<file path="config.mk">
export PLATFORM = sky130hd
export DESIGN_NAME = stc_top
export DESIGN_NICKNAME = d
export VERILOG_FILES = /design/src/hdl/stc_pkg.sv /design/src/hdl/stc_quant.sv /design/src/hdl/stc_top.sv
export SDC_FILE = /design/constraint.sdc
export NUM_CORES = 1
export LEC_CHECK = 0
export BUFFER_PORTS_ARGS = -buffer_cell sky130_fd_sc_hd__buf_2
export CAP_MARGIN = 20
export CORE_MARGIN = 3
export CORE_UTILIZATION = 49
export DETAILED_ROUTE_END_ITERATION = 8
export PLACE_DENSITY = 0.83
export RECOVER_POWER = 50
export SKIP_CTS_REPAIR_TIMING = 1
export SYNTH_ARGS = -nofsm -noshare
export SYNTH_HDL_FRONTEND = slang
export SYNTH_SLANG_ARGS = --single-unit
</file>
<file path="constraint.sdc">
create_clock -name clock -period 2.95 [get_ports clock]
set_input_delay 0.1475 -clock clock [delete_from_list [all_inputs] [get_ports clock]]
set_output_delay 0.1475 -clock clock [all_outputs]
set_load 0.005 [all_outputs]
</file>
<file path="src/hdl/stc_pkg.sv">
package stc_pkg;

    // ************************************************************
    // Timing
    // ************************************************************
    localparam int unsigned CLK_PERIOD_PS = 4000;
    localparam int unsigned BURST_TIME_US = 20;
    localparam int unsigned BURST_CYC_DEF =
        (BURST_TIME_US * 1000000 + CLK_PERIOD_PS - 1) / CLK_PERIOD_PS;
    localparam int unsigned BURST_CNT_W   = 13;
    localparam logic [3:0]  STRAP_LAST    = 4'hf;
    localparam logic [9:0]  SLEEP_LAST    = 10'h1ff;
    localparam logic [3:0]  IGNORE_SW     = 4'h8;
    localparam logic [4:0]  WAKE_LAST     = 5'h17;

    // ************************************************************
    // Pin inputs, strap codes and duty thresholds
    // ************************************************************
    localparam int unsigned NPIN     = 5;
    localparam int unsigned PIN_ENON = 0;
    localparam int unsigned PIN_ENOF = 1;
    localparam int unsigned PIN_VCC  = 2;
    localparam int unsigned PIN_DSA  = 3;
    localparam int unsigned PIN_DSB  = 4;

    localparam logic [1:0] Q_SHORT = 2'h0;
    localparam logic [1:0] Q_R100  = 2'h1;
    localparam logic [1:0] Q_R180  = 2'h2;
    localparam logic [1:0] Q_OPEN  = 2'h3;
    localparam logic [7:0] LVL_T1  = 8'h20;
    localparam logic [7:0] LVL_T2  = 8'h60;
    localparam logic [7:0] LVL_T3  = 8'ha0;

    localparam logic [6:0] DUTY_0  = 7'h00;
    localparam logic [6:0] DUTY_25 = 7'h19;
    localparam logic [6:0] DUTY_40 = 7'h28;
    localparam logic [6:0] DUTY_55 = 7'h37;
    localparam logic [6:0] DUTY_60 = 7'h3c;
    localparam logic [6:0] DUTY_65 = 7'h41;
    localparam logic [6:0] DUTY_70 = 7'h46;
    localparam logic [6:0] DUTY_75 = 7'h4b;
    localparam logic [6:0] DUTY_80 = 7'h50;

    // ************************************************************
    // Register port
    // ************************************************************
    localparam logic [3:0] ADDR_CTRL = 4'h0;
    localparam logic [3:0] ADDR_STAT = 4'h4;
    localparam int unsigned CTRL_INH   = 0;
    localparam int unsigned STAT_SLEEP = 0;
    localparam int unsigned STAT_ENC   = 1;
    localparam int unsigned STAT_PRC   = 3;
    localparam int unsigned STAT_LOWP  = 5;
    localparam int unsigned STAT_GATE  = 6;
    localparam int unsigned STAT_ENTRY = 8;
    localparam int unsigned STAT_EXIT  = 16;

    typedef enum logic [2:0] {S_OFF, S_STRAP, S_RUN, S_LOW, S_WAKE} stc_state_e;

    function automatic logic [6:0] stc_exit_duty(input logic       slp,
                                                 input logic [1:0] enc,
                                                 input logic [1:0] prc);
        logic [6:0] d;
        d = DUTY_0;
        case (prc)
            Q_SHORT: d = !slp ? DUTY_80 : (enc == Q_R180) ? DUTY_75 : DUTY_80;
            Q_R100:  d = !slp ? DUTY_75 : (enc == Q_R180) ? DUTY_70 : DUTY_75;
            Q_R180:  d = !slp ? DUTY_65 : (enc == Q_R180) ? DUTY_60 : DUTY_65;
            default: d = !slp ? DUTY_0  : (enc == Q_R180) ? DUTY_55 : DUTY_60;
        endcase
        return d;
    endfunction : stc_exit_duty

endpackage : stc_pkg

</file>
<file path="src/hdl/stc_quant.sv">
`timescale 1ns/1ps
module stc_quant
    import stc_pkg::*;
(
    input  wire logic [7:0] level,
    output logic      [1:0] code
);
    // Strap level rises with the strap resistance; above the top step the pin is open.
    always_comb begin
        if (level < LVL_T1) begin
            code = Q_SHORT;
        end else if (level < LVL_T2) begin
            code = Q_R100;
        end else if (level < LVL_T3) begin
            code = Q_R180;
        end else begin
            code = Q_OPEN;
        end
    end
endmodule : stc_quant

</file>
<file path="src/hdl/stc_top.sv">
// Our own choices: the placing of the registers and the plain strobed port.
`timescale 1ns/1ps
module stc_top
    import stc_pkg::*;
#(
    parameter int unsigned BURST_CYC = BURST_CYC_DEF
)
(
    input  wire logic        clock,
    input  wire logic        arst_n,
    input  wire logic        en_above_on,
    input  wire logic        en_below_off,
    input  wire logic        supply_in_range,
    input  wire logic        drain_sense_a,
    input  wire logic        drain_sense_b,
    input  wire logic [7:0]  en_strap_level,
    input  wire logic [7:0]  threshold_strap_level,
    input  wire logic [6:0]  duty_pct,
    input  wire logic        duty_valid,
    input  wire logic [3:0]  bus_addr,
    input  wire logic [31:0] bus_wdata,
    input  wire logic        bus_wr,
    input  wire logic        bus_rd,
    output logic      [31:0] bus_rdata,
    output logic             gate_enable,
    output logic             low_power,
    output logic             sleep_enabled,
    output logic      [6:0]  entry_duty,
    output logic      [6:0]  exit_duty,
    output logic             en_sense_full,
    output logic             threshold_strap_sense_current
);

    // ************************************************************
    // State
    // ************************************************************
    typedef struct packed {
        stc_state_e            state;
        logic [NPIN-1:0]       s1;
        logic [NPIN-1:0]       s2;
        logic [NPIN-1:0]       s3;
        logic [NPIN-1:0]       filt;
        logic [3:0]            strap_cnt;
        logic [9:0]            sleep_cnt;
        logic [BURST_CNT_W-1:0] burst_cnt;
        logic [3:0]            ign_cnt;
        logic [4:0]            wake_cnt;
        logic                  sleep_en;
        logic [1:0]            en_code;
        logic [1:0]            thr_code;
        logic [6:0]            entry_thr;
        logic [6:0]            exit_thr;
        logic                  en_full;
        logic                  thr_on;
        logic                  gate_en;
        logic                  low_pwr;
        logic                  gate_inhibit;
        logic [31:0]           rdata;
    } stc_state_s;

    stc_state_s     cs_ff;
    stc_state_s     nxt_cs;
    logic           rst_a_ff;
    logic           rst_b_ff;
    logic [1:0]     qcode [2];
    logic [7:0]     qlvl  [2];
    logic           both_high;
    logic           burst_det;
    logic           go_off;

    // Reset is released through two flops so every state flop leaves reset on one edge.
    always_ff @(posedge clock or negedge arst_n) begin
        if (!arst_n) begin
            rst_a_ff <= 1'b0;
            rst_b_ff <= 1'b0;
        end else begin
            rst_a_ff <= 1'b1;
            rst_b_ff <= rst_a_ff;
        end
    end

    assign qlvl[0] = en_strap_level;
    assign qlvl[1] = threshold_strap_level;

    genvar gi;
    generate
        for (gi = 0; gi < 2; gi++) begin : g_quant
            stc_quant u_quant (
                .level (qlvl[gi]),
                .code  (qcode[gi])
            );
        end
    endgenerate

    assign both_high = cs_ff.filt[PIN_DSA] & cs_ff.filt[PIN_DSB];
    // Qualified by the live senses, so the saturated count never outlives the burst.
    assign burst_det = both_high && (cs_ff.burst_cnt == BURST_CNT_W'(BURST_CYC));
    assign go_off    = !cs_ff.filt[PIN_VCC] || cs_ff.filt[PIN_ENOF];

    // ************************************************************
    // Next state
    // ************************************************************
    always_comb begin
        nxt_cs       = cs_ff;
        nxt_cs.s1    = {drain_sense_b, drain_sense_a, supply_in_range, en_below_off,
                        en_above_on};
        nxt_cs.s2    = cs_ff.s1;
        nxt_cs.s3    = cs_ff.s2;
        nxt_cs.rdata = 32'h0000_0000;
        for (int i = 0; i < NPIN; i++) begin
            if (cs_ff.s2[i] == cs_ff.s3[i]) begin
                nxt_cs.filt[i] = cs_ff.s3[i];
            end
        end

        // Saturating count of time with both drain senses above the arming level.
        if (!both_high) begin
            nxt_cs.burst_cnt = '0;
        end else if (!burst_det) begin
            nxt_cs.burst_cnt = cs_ff.burst_cnt + 1'b1;
        end

        if (bus_wr && bus_addr == ADDR_CTRL) begin
            nxt_cs.gate_inhibit = bus_wdata[CTRL_INH];
        end
        if (bus_rd && bus_addr == ADDR_CTRL) begin
            nxt_cs.rdata[CTRL_INH] = cs_ff.gate_inhibit;
        end else if (bus_rd && bus_addr == ADDR_STAT) begin
            nxt_cs.rdata[STAT_SLEEP]        = cs_ff.sleep_en;
            nxt_cs.rdata[STAT_ENC +: 2]     = cs_ff.en_code;
            nxt_cs.rdata[STAT_PRC +: 2]     = cs_ff.thr_code;
            nxt_cs.rdata[STAT_LOWP]         = cs_ff.low_pwr;
            nxt_cs.rdata[STAT_GATE]         = cs_ff.gate_en;
            nxt_cs.rdata[STAT_ENTRY +: 7]   = cs_ff.entry_thr;
            nxt_cs.rdata[STAT_EXIT +: 7]    = cs_ff.exit_thr;
        end

        case (cs_ff.state)
            S_OFF: begin
                nxt_cs.gate_en = 1'b0;
                nxt_cs.low_pwr = 1'b1;
                // A fresh capture follows every exit from S_OFF, which needs enable above its on level and no off condition.
                if (!go_off && cs_ff.filt[PIN_ENON]) begin
                    nxt_cs.state     = S_STRAP;
                    nxt_cs.strap_cnt = '0;
                    nxt_cs.en_full   = 1'b1;
                    nxt_cs.thr_on    = 1'b1;
                end
            end
            S_STRAP: begin
                nxt_cs.strap_cnt = cs_ff.strap_cnt + 1'b1;
                // Sampling only at the end lets the strap voltages settle first.
                if (cs_ff.strap_cnt == STRAP_LAST) begin
                    nxt_cs.en_code   = qcode[0];
                    nxt_cs.thr_code  = qcode[1];
                    nxt_cs.sleep_en  = (qcode[0] != Q_OPEN);
                    nxt_cs.entry_thr = (qcode[0] == Q_R180) ? DUTY_25 : DUTY_40;
                    nxt_cs.exit_thr  = stc_exit_duty(qcode[0] != Q_OPEN, qcode[0],
                                                     qcode[1]);
                    nxt_cs.en_full   = 1'b0;
                    nxt_cs.thr_on    = 1'b0;
                    nxt_cs.state     = S_WAKE;
                    nxt_cs.wake_cnt  = '0;
                end
            end
            S_RUN: begin
                if (burst_det || cs_ff.gate_inhibit) begin
                    nxt_cs.state   = S_LOW;
                    nxt_cs.gate_en = 1'b0;
                    nxt_cs.low_pwr = 1'b1;
                    nxt_cs.ign_cnt = '0;
                end else if (cs_ff.sleep_en && duty_valid) begin
                    if (duty_pct >= cs_ff.entry_thr) begin
                        nxt_cs.sleep_cnt = '0;
                    end else if (cs_ff.sleep_cnt == SLEEP_LAST) begin
                        nxt_cs.state   = S_LOW;
                        nxt_cs.gate_en = 1'b0;
                        nxt_cs.low_pwr = 1'b1;
                        nxt_cs.ign_cnt = IGNORE_SW;
                    end else begin
                        nxt_cs.sleep_cnt = cs_ff.sleep_cnt + 1'b1;
                    end
                end
            end
            S_LOW: begin
                // The first eight duty pulses after a sleep entry are skipped while the output settles.
                if (duty_valid) begin
                    if (cs_ff.ign_cnt != '0) begin
                        nxt_cs.ign_cnt = cs_ff.ign_cnt - 1'b1;
                    end else if (duty_pct > cs_ff.exit_thr && !burst_det &&
                                 !cs_ff.gate_inhibit) begin
                        nxt_cs.state    = S_WAKE;
                        nxt_cs.wake_cnt = '0;
                    end
                end
            end
            S_WAKE: begin
                if (burst_det || cs_ff.gate_inhibit) begin
                    nxt_cs.state = S_LOW;
                end else if (duty_valid) begin
                    if (duty_pct <= cs_ff.exit_thr) begin
                        nxt_cs.state = S_LOW;
                    end else if (cs_ff.wake_cnt == WAKE_LAST) begin
                        nxt_cs.state     = S_RUN;
                        nxt_cs.gate_en   = 1'b1;
                        nxt_cs.low_pwr   = 1'b0;
                        nxt_cs.sleep_cnt = '0;
                    end else begin
                        nxt_cs.wake_cnt = cs_ff.wake_cnt + 1'b1;
                    end
                end
            end
            default: begin
                nxt_cs.state = S_OFF;
            end
        endcase

        // Remote-off or a supply fault overrides every state.
        if (go_off && cs_ff.state != S_OFF) begin
            nxt_cs.state   = S_OFF;
            nxt_cs.gate_en = 1'b0;
            nxt_cs.low_pwr = 1'b1;
            nxt_cs.en_full = 1'b0;
            nxt_cs.thr_on  = 1'b0;
        end
    end

    always_ff @(posedge clock or negedge rst_b_ff) begin
        if (!rst_b_ff) begin
            cs_ff         <= '0;
            cs_ff.state   <= S_OFF;
            cs_ff.low_pwr <= 1'b1;
        end else begin
            cs_ff <= nxt_cs;
        end
    end

    assign bus_rdata                     = cs_ff.rdata;
    assign gate_enable                   = cs_ff.gate_en;
    assign low_power                     = cs_ff.low_pwr;
    assign sleep_enabled                 = cs_ff.sleep_en;
    assign entry_duty                    = cs_ff.entry_thr;
    assign exit_duty                     = cs_ff.exit_thr;
    assign en_sense_full                 = cs_ff.en_full;
    assign threshold_strap_sense_current = cs_ff.thr_on;

    logic strap_done;
    assign strap_done = cs_ff.state == S_STRAP && nxt_cs.state == S_WAKE;
endmodule : stc_top

</file>
Word-level counts from Yosys, hierarchy flattened
Cells that the tools add are included.

$add $sub $neg: 5. Order comparisons: 9. Eq/ne operators: 50. Mux-type cells: 78. Bitwise gates (word level): 1. Reductions and logical operators: 34.

Operator list (count): 10-bit two-way mux (8); 7-bit two-way mux (7); 3-bit two-way mux (14); 4-bit two-way mux (10); 5-bit two-way mux (8); 3-bit != test, second input constant (13); 2-bit != test, second input constant (15); 13-bit two-way mux (2); 2-bit two-way mux (13); 26-bit two-way mux (1); 7-bit one-hot mux with 3 select lines (1); 10-bit one-hot mux with 2 select lines (1); 6-bit two-way mux (3); 8-bit by 6-bit less-than comparator with 1-bit output, second input constant (2); 8-bit by 7-bit less-than comparator with 1-bit output, second input constant (2); 8-bit less-than comparator, second input constant (2); 4-bit != test, second input constant (4); 4-bit one-hot mux with 2 select lines (2); 8-bit AND reduction (2); 3-bit one-hot mux with 5 select lines (1); 5-bit one-hot mux with 3 select lines (1); 13-bit by 1-bit adder with 13-bit output, second input constant (1); 13-bit equality test, second input constant (1); 10-bit by 1-bit adder with 10-bit output, second input constant (1); other kinds (36) (62).

Bits in registers: 106. Input port bits: 69. Output and inout port bits: 51. Logic and storage cells: 204.

Depth between registers and ports, before layout
Gate-level depths: netlist of run 1.

Word-level depth: 11. Gate-level depth with buffers: 10. Mapped depth without buffers: 8.

Hierarchy
Synthesis of run 1 repeated with hierarchy kept, for this count alone.

Cell total of the unflattened synthesis: 495. Area, all modules: 4873.4 sq um.

Modules (own cells, without submodules): stc_top (times used 1, cells each 489, area an instance 4825.9 sq um, sequential area each 2428.6 sq um); stc_quant (times used 2, cells each 3, area an instance 23.8 sq um, sequential area each 0.0 sq um).

Worst setup path after synthesis of run 1
OpenSTA, ideal clock, no wires.

Kind: reg2reg. Start point: register cs_ff (netlist bit entry_duty[4]). End point: register cs_ff[78] (netlist bit). Data arrival time: 1.940 ns. Data required time: 2.825 ns. Slack: 0.885 ns. Cell stages (with the launch flop): 8. Clock period less this slack: 2.065 ns. Cell sequence: dfrtp_1 ha_1 nor4b_1 a2bb2oi_1 a31o_2 a21oi_4 nand2_4 mux2_2.

Word-level cells in the longest chain between the ends: 5.

Ends and longest elaborated chain: from (decl) (RTL line stc_top.sv:61) `stc_state_s cs_ff;`; from (signal assigned) (RTL line stc_top.sv:234) `cs_ff <= nxt_cs;`; 7-bit greater-or-equal comparator * (RTL line stc_top.sv:173) `if (duty_pct >= cs_ff.entry_thr) begin`; 10-bit two-way mux (RTL line stc_top.sv:173); 10-bit two-way mux (RTL line stc_top.sv:172) `end else if (cs_ff.sleep_en && duty_valid) begin`; 10-bit two-way mux (RTL line stc_top.sv:167) `if (burst_det || cs_ff.gate_inhibit) begin`; 10-bit one-hot mux with 2 select lines (RTL line stc_top.sv:138) `case (cs_ff.state)`.

Every way passes the cells marked *; elsewhere a longest branch is shown, timed or not. The select of a mux whose other input is x is not followed. A chain may end at the register's enable or synchronous reset.

Final worst setup path of run 1
Start point: register cs_ff (netlist bit entry_duty[4]). End point: register cs_ff[82] (netlist bit).

The elaborated chain is that of the path after synthesis.

==> impl_results.md, run 1 <==
- Die X: 108 um
- Hold Fails Final Rpt: 0
- Mapped cell area: 5070 sq um
- Slew HR: 0.119
- Synthesized instance count: 520
- Synth top area cells: dfrtp_1, buf_4, ha_1
- H-tree levels: 3
- Yosys reg bits: 97
- Pre-CTS WS: 0.414 ns
- Slew @ Worst Pin: between 1 and 1.5 ns
- WL per Instance: approximately 14 um
- CTS sink cnt: 97
- Total CTS buffers: 9
- Top FF cell, synth: dfrtp_1
- Final WS setup: about 0.42 ns
- Antenna diode count: 0
- Layout cells sized above 1: 0.163
- Die H: between 100 and 150 um
- Critical path startpoint category: flop
- Worst Skew: roughly 0.012 ns
- Detailed-route via count: 3740
- Fmax achieved: between 300 and 400 MHz
- Critical-path cell list: ha_1 -> nor4b_1 -> a2bb2oi_1 -> nand3_1 -> nor3_1 -> a221o_1
- WL final: between 9000 and 10000 um
- Synth top cells by count: dfrtp_1, nor2_1, buf_4, nand2_1, nand3_1
- Tmin final: ~2.5 ns
- Post-route DRC: 0
- Critical path data required time: ~3.3 ns
- # rows: 36
- Clk pwr share: 0.286
- Sequential cell area fraction in the yosys report: 0.479
- CTS tree: done
- Die ar.: roughly 12000 sq um
- Cell variety after synth: 66
- Slowest stage delay, CP: approximately 0.47 ns
- Dpl hpwl: between 7000 and 8000 um
- Initial Util: 0.511
- Most numerous cell in the Yosys netlist: dfrtp_1
- Vias in the first global route: roughly 3500
- Post-synth top area share: 0.474
- Synthesized area per cell: slightly below 10 sq um
- Port Buf Inserts: a little over 60
- Iter 0 DRT Violations: ~260
- Cell taking the most area after synthesis: dfrtp_1
- Ports: 120
- DRT antenna net count: 0
- Root Buffer Master: clkbuf_8
- Worst-Skew Late Latency: roughly 0.37 ns
- Leak pwr: approximately 2.6 nW
- Final max-slew violation count: 0
- Critical Path AT: ~2.9 ns
- VDD IR-drop max: roughly 0.00022 V
- Int Power: roughly 2.1 mW
- Period utilisation layout: 0.859
- Crit end category: flop
- Largest net degree at the start of global routing: between 60 and 70
- Synthesis Warnings: 0
- NetSw: 0.917 mW
- Final #Nets: 639
- Total track usage: 0.168
- Hold WC Path Type: in2reg
- Unrepaired setup endpoints after global routing: no
- Sw frac: 0.305
- RD Place Congestion: 0.951
- Core Area: approximately 10000 sq um
- Combinational power share: 0.191
- Worst-path clk slew: about 0.090 ns
- Area Overhead vs Synth: 7.31%
- WS Path Type: reg2reg
- Maximum root-to-sink buffer count: 2
- Via density: ~5.4
- Crit path max fanout: 16
- Initial antenna violation count: 0
- Setup TNS: 0 ns
- Grt ovf: 0
- Drt first pass iters: 6
- Run status: complete, no violations
- Pwr per Cell Area: roughly 550 nW/um^2
- EDFF count, synth: 0
- Max-cap violations: 0
- Flop pwr share: 0.523
- Final setup vio count: 0
- First-pass GRT wire length: 15700 um
- Highest-delay cell along the critical path: nand3_1
- Async S/R FF share, synth: 1.00
-- power by group through the flow --
stage	clock network, mW	logic (mW)	registers, mW
5_1_grt	0.935	0.650	1.59
2_1_floorplan	0	0.502	1.55
3_3_place_gp	0	0.537	1.59
6_report	0.860	0.576	1.57
3_5_place_dp	0	0.567	1.60
4_1_cts	0.872	0.570	1.57
-- layout make-up --
type | instances | area, sq um
repair buffers | 69 | 374
clock buffers | 11 | 141
inverters | 24 | 90.1
clock inverters | 5 | 56.3
well taps | 133 | 166
multi-input cells | 351 | 2180
flip-flops and latches | 97 | 2430
fillers | 879 | 4470
-- metal layers --
layer	track usage	share of wire	vias to the layer above
met4	0.0730	0.031	0
met1	0.204	0.43	1798
li1	-	-	1801
met5	0	0	-
met3	0.0414	0.049	34
met2	0.283	0.49	107
-- cells by family (layout without fill, tap and decap cells) --
family | count (synthesis) | after routing | share of synthesized area
flops | 97 | 97 | 0.479
other cells | 2 | 18 | 0.00148
mux | 5 | 5 | 0.0106
xor+xnor | 15 | 15 | 0.0259
simple gates | 189 | 189 | 0.188
compound gates | 101 | 101 | 0.138
buf+inv | 88 | 109 | 0.102
fa+ha+maj | 23 | 23 | 0.0543
-- registers in the layout, summed over array words and instances, names as in the netlist --
register       flops
bus_rdata         17
cs_ff             64
en_sense_full      1
entry_duty         3
exit_duty          7
gate_enable        1
low_power          1
rst_a_ff           1
rst_b_ff           1
sleep_enabled      1
-- critical path: cells and delay by family, from the launching register on --
family	cells	cell delay, ns
fa+ha+maj	1	0.30
simple gates	3	1.22
compound gates	2	0.49
flops	1	0.46
-- placed cells by master, fill, tap and decap left out, drive strengths merged, types with 3 or more instances in the layout --
| cell | Yosys | final |
|---|---|---|
| inv | 24 | 24 |
| a221o | 6 | 6 |
| clkbuf | 14 | 16 |
| a21oi | 24 | 24 |
| a211o | 3 | 3 |
| nor4b | 3 | 3 |
| o31ai | 4 | 4 |
| nor3b | 5 | 5 |
| ha | 18 | 18 |
| nor2b | 4 | 4 |
| dfrtp | 96 | 96 |
| xor2 | 10 | 10 |
| and3 | 4 | 4 |
| and2 | 19 | 19 |
| dlygate4sd3 | 0 | 6 |
| nand2 | 42 | 42 |
| nor2 | 49 | 49 |
| o21ai | 26 | 26 |
| o211ai | 3 | 3 |
| nand4 | 4 | 4 |
| nand3b | 3 | 3 |
| nor4 | 4 | 4 |
| nor3 | 11 | 11 |
| a21o | 4 | 4 |
| maj3 | 5 | 5 |
| buf | 50 | 58 |
| xnor2 | 5 | 5 |
| nand3 | 27 | 27 |
| conb | 2 | 18 |
| a31oi | 4 | 4 |
| mux2 | 3 | 3 |
| or3 | 6 | 6 |
| clkinv | 0 | 3 |
-- path summary, 6_finish.rpt --
kind                                     from            to  slack, ns  depth (start not counted)
worst min-delay path                   bus_rd  bus_rdata[0]      0.007                          3
worst min register to register     cs_ff[109]    cs_ff[104]       0.35                          0
worst max register to register  entry_duty[4]     cs_ff[82]       0.42                          6
min in group asynchronous              arst_n      rst_a_ff       0.09                          2
worst max-delay path            entry_duty[4]     cs_ff[82]       0.42                          6
max in group asynchronous            rst_b_ff  exit_duty[3]       1.46                          1
-- stage by stage --
step	area [sq um]	instances	util	total power, mW	hold slack (ns)
after floorplan	5130	536	-	2.05	-0.148
after global placement	5190	668	0.524	2.13	-0.0671
after detailed placement	5190	668	0.524	2.17	-0.0631
after CTS	5390	684	0.544	3.01	-0.461
after global routing	5440	690	0.549	3.18	0.00214
final	5440	690	0.549	3.01	0.00728
No activity file was read; power rests on OpenSTA's default activity.
==> run 2: changes to the inputs <==
- HOLD_SLACK_MARGIN: default -> 0.05
==> run 2 against run 1 <==
Effect of this change:
- via count increased by 0.59%
- highest routed layer unchanged
- sequential share of layout area shrank 0.15 points
- critical path depth unchanged
==> impl_results.md, run 2 (synthesis results as in run 1) <==
- H-tree levels: 3 (unchanged)
- Antenna diode count: 0 (unchanged)
- Most frequent cells in the layout: dfrtp_1, buf_2, nor2_1
- Max reg flops: 64 (unchanged)
- # rows: 36 (unchanged)
- Critical path data required time: 3.26 ns (about the same)
- Vias in the first global route: 3515 (unchanged)
- Max-cap violations: 0 (unchanged)
- Area Overhead vs Synth: 7.68%
- Register area: 2430 sq um (unchanged)
- Core Area: 9910 sq um (unchanged)
- Commonest non-fill, non-tap cell in the layout: dfrtp_1
- WL per Instance: 13.9 um (+0.15%)
- Total track usage: 0.168 (unchanged)
- Setup TNS: 0 ns (unchanged)
- Worst Skew: 0.0118 ns (+0.0000997 ns)
- Critical path startpoint category: flop
- Die H: 108 um (unchanged)
- Detailed-route via count: 3762 (+0.59%)
- Initial Util: 0.511 (unchanged)
- WS Path Type: reg2reg
- Fill cells: 877 (-0.23%)
- Largest net degree at the start of global routing: 66 (unchanged)
- Die X: 108 um (unchanged)
- Pwr per Cell Area: 552 nW/um^2 (-0.25%)
- Initial antenna violation count: 0 (unchanged)
- Slew @ Worst Pin: 1.32 ns (+0.000740 ns)
- Maximum root-to-sink buffer count: 2 (unchanged)
- Leak pwr: 2.59 nW (+0.41%)
- Final #Nets: 641 (+0.31%)
- Root Buffer Master: clkbuf_8
- Tmin final: 2.53 ns (+0.000416 ns)
- Multi-input logic area: 2180 sq um (unchanged)
- First-pass GRT wire length: 15700 um (unchanged)
- Top reg by flops: cs_ff
- CTS tree: done
- Final max-slew violation count: 0 (unchanged)
- Grt ovf: 0 (unchanged)
- Drt first pass iters: 7 (+1)
- Die ar.: 11600 sq um (unchanged)
- Layout cells sized above 1: 0.161 (-0.00237)
- DRT antenna net count: 0 (unchanged)
- Iter 0 DRT Violations: 276 (+6.6%)
- Worst-path clk slew: 0.09 ns (about the same)
- Fmax achieved: 395 MHz (about the same)
- Run status: complete, no violations
- Final setup vio count: 0 (unchanged)
- Worst-Skew Late Latency: 0.37 ns (about the same)
- Via density: 5.44 (+0.30%)
- CTS sink cnt: 97 (unchanged)
- Hold WC Path Type: in2reg
- Crit end category: flop
- Critical Path AT: 2.85 ns (about the same)
- WL final: 9600 um (+0.44%)
- Hold Fails Final Rpt: 0 (unchanged)
- Total CTS buffers: 9 (unchanged)
- RD Place Congestion: 0.951 (unchanged)
- VDD IR-drop max: 0.000219 V (+0.15%)
- WHS: 0.0536 ns (+0.0463 ns)
- Unrepaired setup endpoints after global routing: no
- Period utilisation layout: 0.859 (about the same)
- Crit path max fanout: 16 (unchanged)
- Port Buf Inserts: 61 (unchanged)
- Slew HR: 0.118 (-0.000494)
- Ports: 120 (unchanged)
- Post-route DRC: 0 (unchanged)
- Dpl hpwl: 7070 um (unchanged)
[run 2: changes by cell type in the layout (fill, tap and decap cells not counted)]
| cell | previous run | this run |
|---|---|---|
| clkbuf_1 | 6 | 7 |
| dlygate4sd3_1 | 6 | 8 |
| and2_0 | 5 | 0 |
| and2_1 | 14 | 19 |
| buf_2 | 56 | 55 |
[run 2: path summary, 6_finish.rpt]
check | startpoint | endpoint | slack [ns] | cells past startpoint
hold / removal | bus_addr[3] | bus_rdata[0] | 0.05 | 4
setup reg to reg | entry_duty[4] | cs_ff[82] | 0.42 | 6
min in group asynchronous | arst_n | rst_a_ff | 0.09 | 2
hold reg to reg | cs_ff[109] | cs_ff[104] | 0.35 | 0
setup / recovery | entry_duty[4] | cs_ff[82] | 0.42 | 6
max in group asynchronous | rst_b_ff | exit_duty[3] | 1.46 | 1
[run 2: report_power, final]
group | switching [mW] | total, mW | internal, mW | leakage (nW)
clock | 0.447 | 0.861 | 0.414 | 0.0993
sequential | 0.136 | 1.57 | 1.44 | 1.25
combinational | 0.335 | 0.579 | 0.243 | 1.24
total | 0.918 | 3.01 | 2.09 | 2.59
[run 2: layer usage]
| metal | wire length [um] | up-vias | share of wire | GRT usage |
|---|---|---|---|---|
| met3 | 481 | 34 | 0.050 | 0.0414 |
| met5 | 0 | - | 0 | 0 |
| met4 | 296 | 0 | 0.031 | 0.0730 |
| met1 | 4150 | 1810 | 0.43 | 0.204 |
| li1 | - | 1805 | - | - |
| met2 | 4670 | 113 | 0.49 | 0.283 |
[run 2: worst max-delay path, cell delays in order (launching register included)]
cell and delay [ns]:
dfrtp_1 0.46, ha_1 0.30, nor4b_1 0.41, a2bb2oi_1 0.32, nand3_1 0.47, nor3_1 0.34, a221o_1 0.17
[run 2: layout make-up]
cell class	count	area share
Sequential cell	97	0.445
Inverter	24	0.0165
Clock inverter	5	0.0103
Clock buffer	11	0.0259
Timing Repair Buffer	71	0.0720
Multi-Input combinational cell	351	0.399
Tap cell	133	0.0305
[run 2: metrics by stage]
step	util	std cells	area (sq um)	total power [mW]	setup slack, ns
after detailed placement	0.524	668	5190	2.17	0.414
final	0.551	692	5460	3.01	0.417
after global routing	0.551	692	5460	3.18	0.192
after CTS	0.544	684	5390	3.01	0.414
after floorplan	-	536	5130	2.05	0.0497
after global placement	0.524	668	5190	2.13	0.575
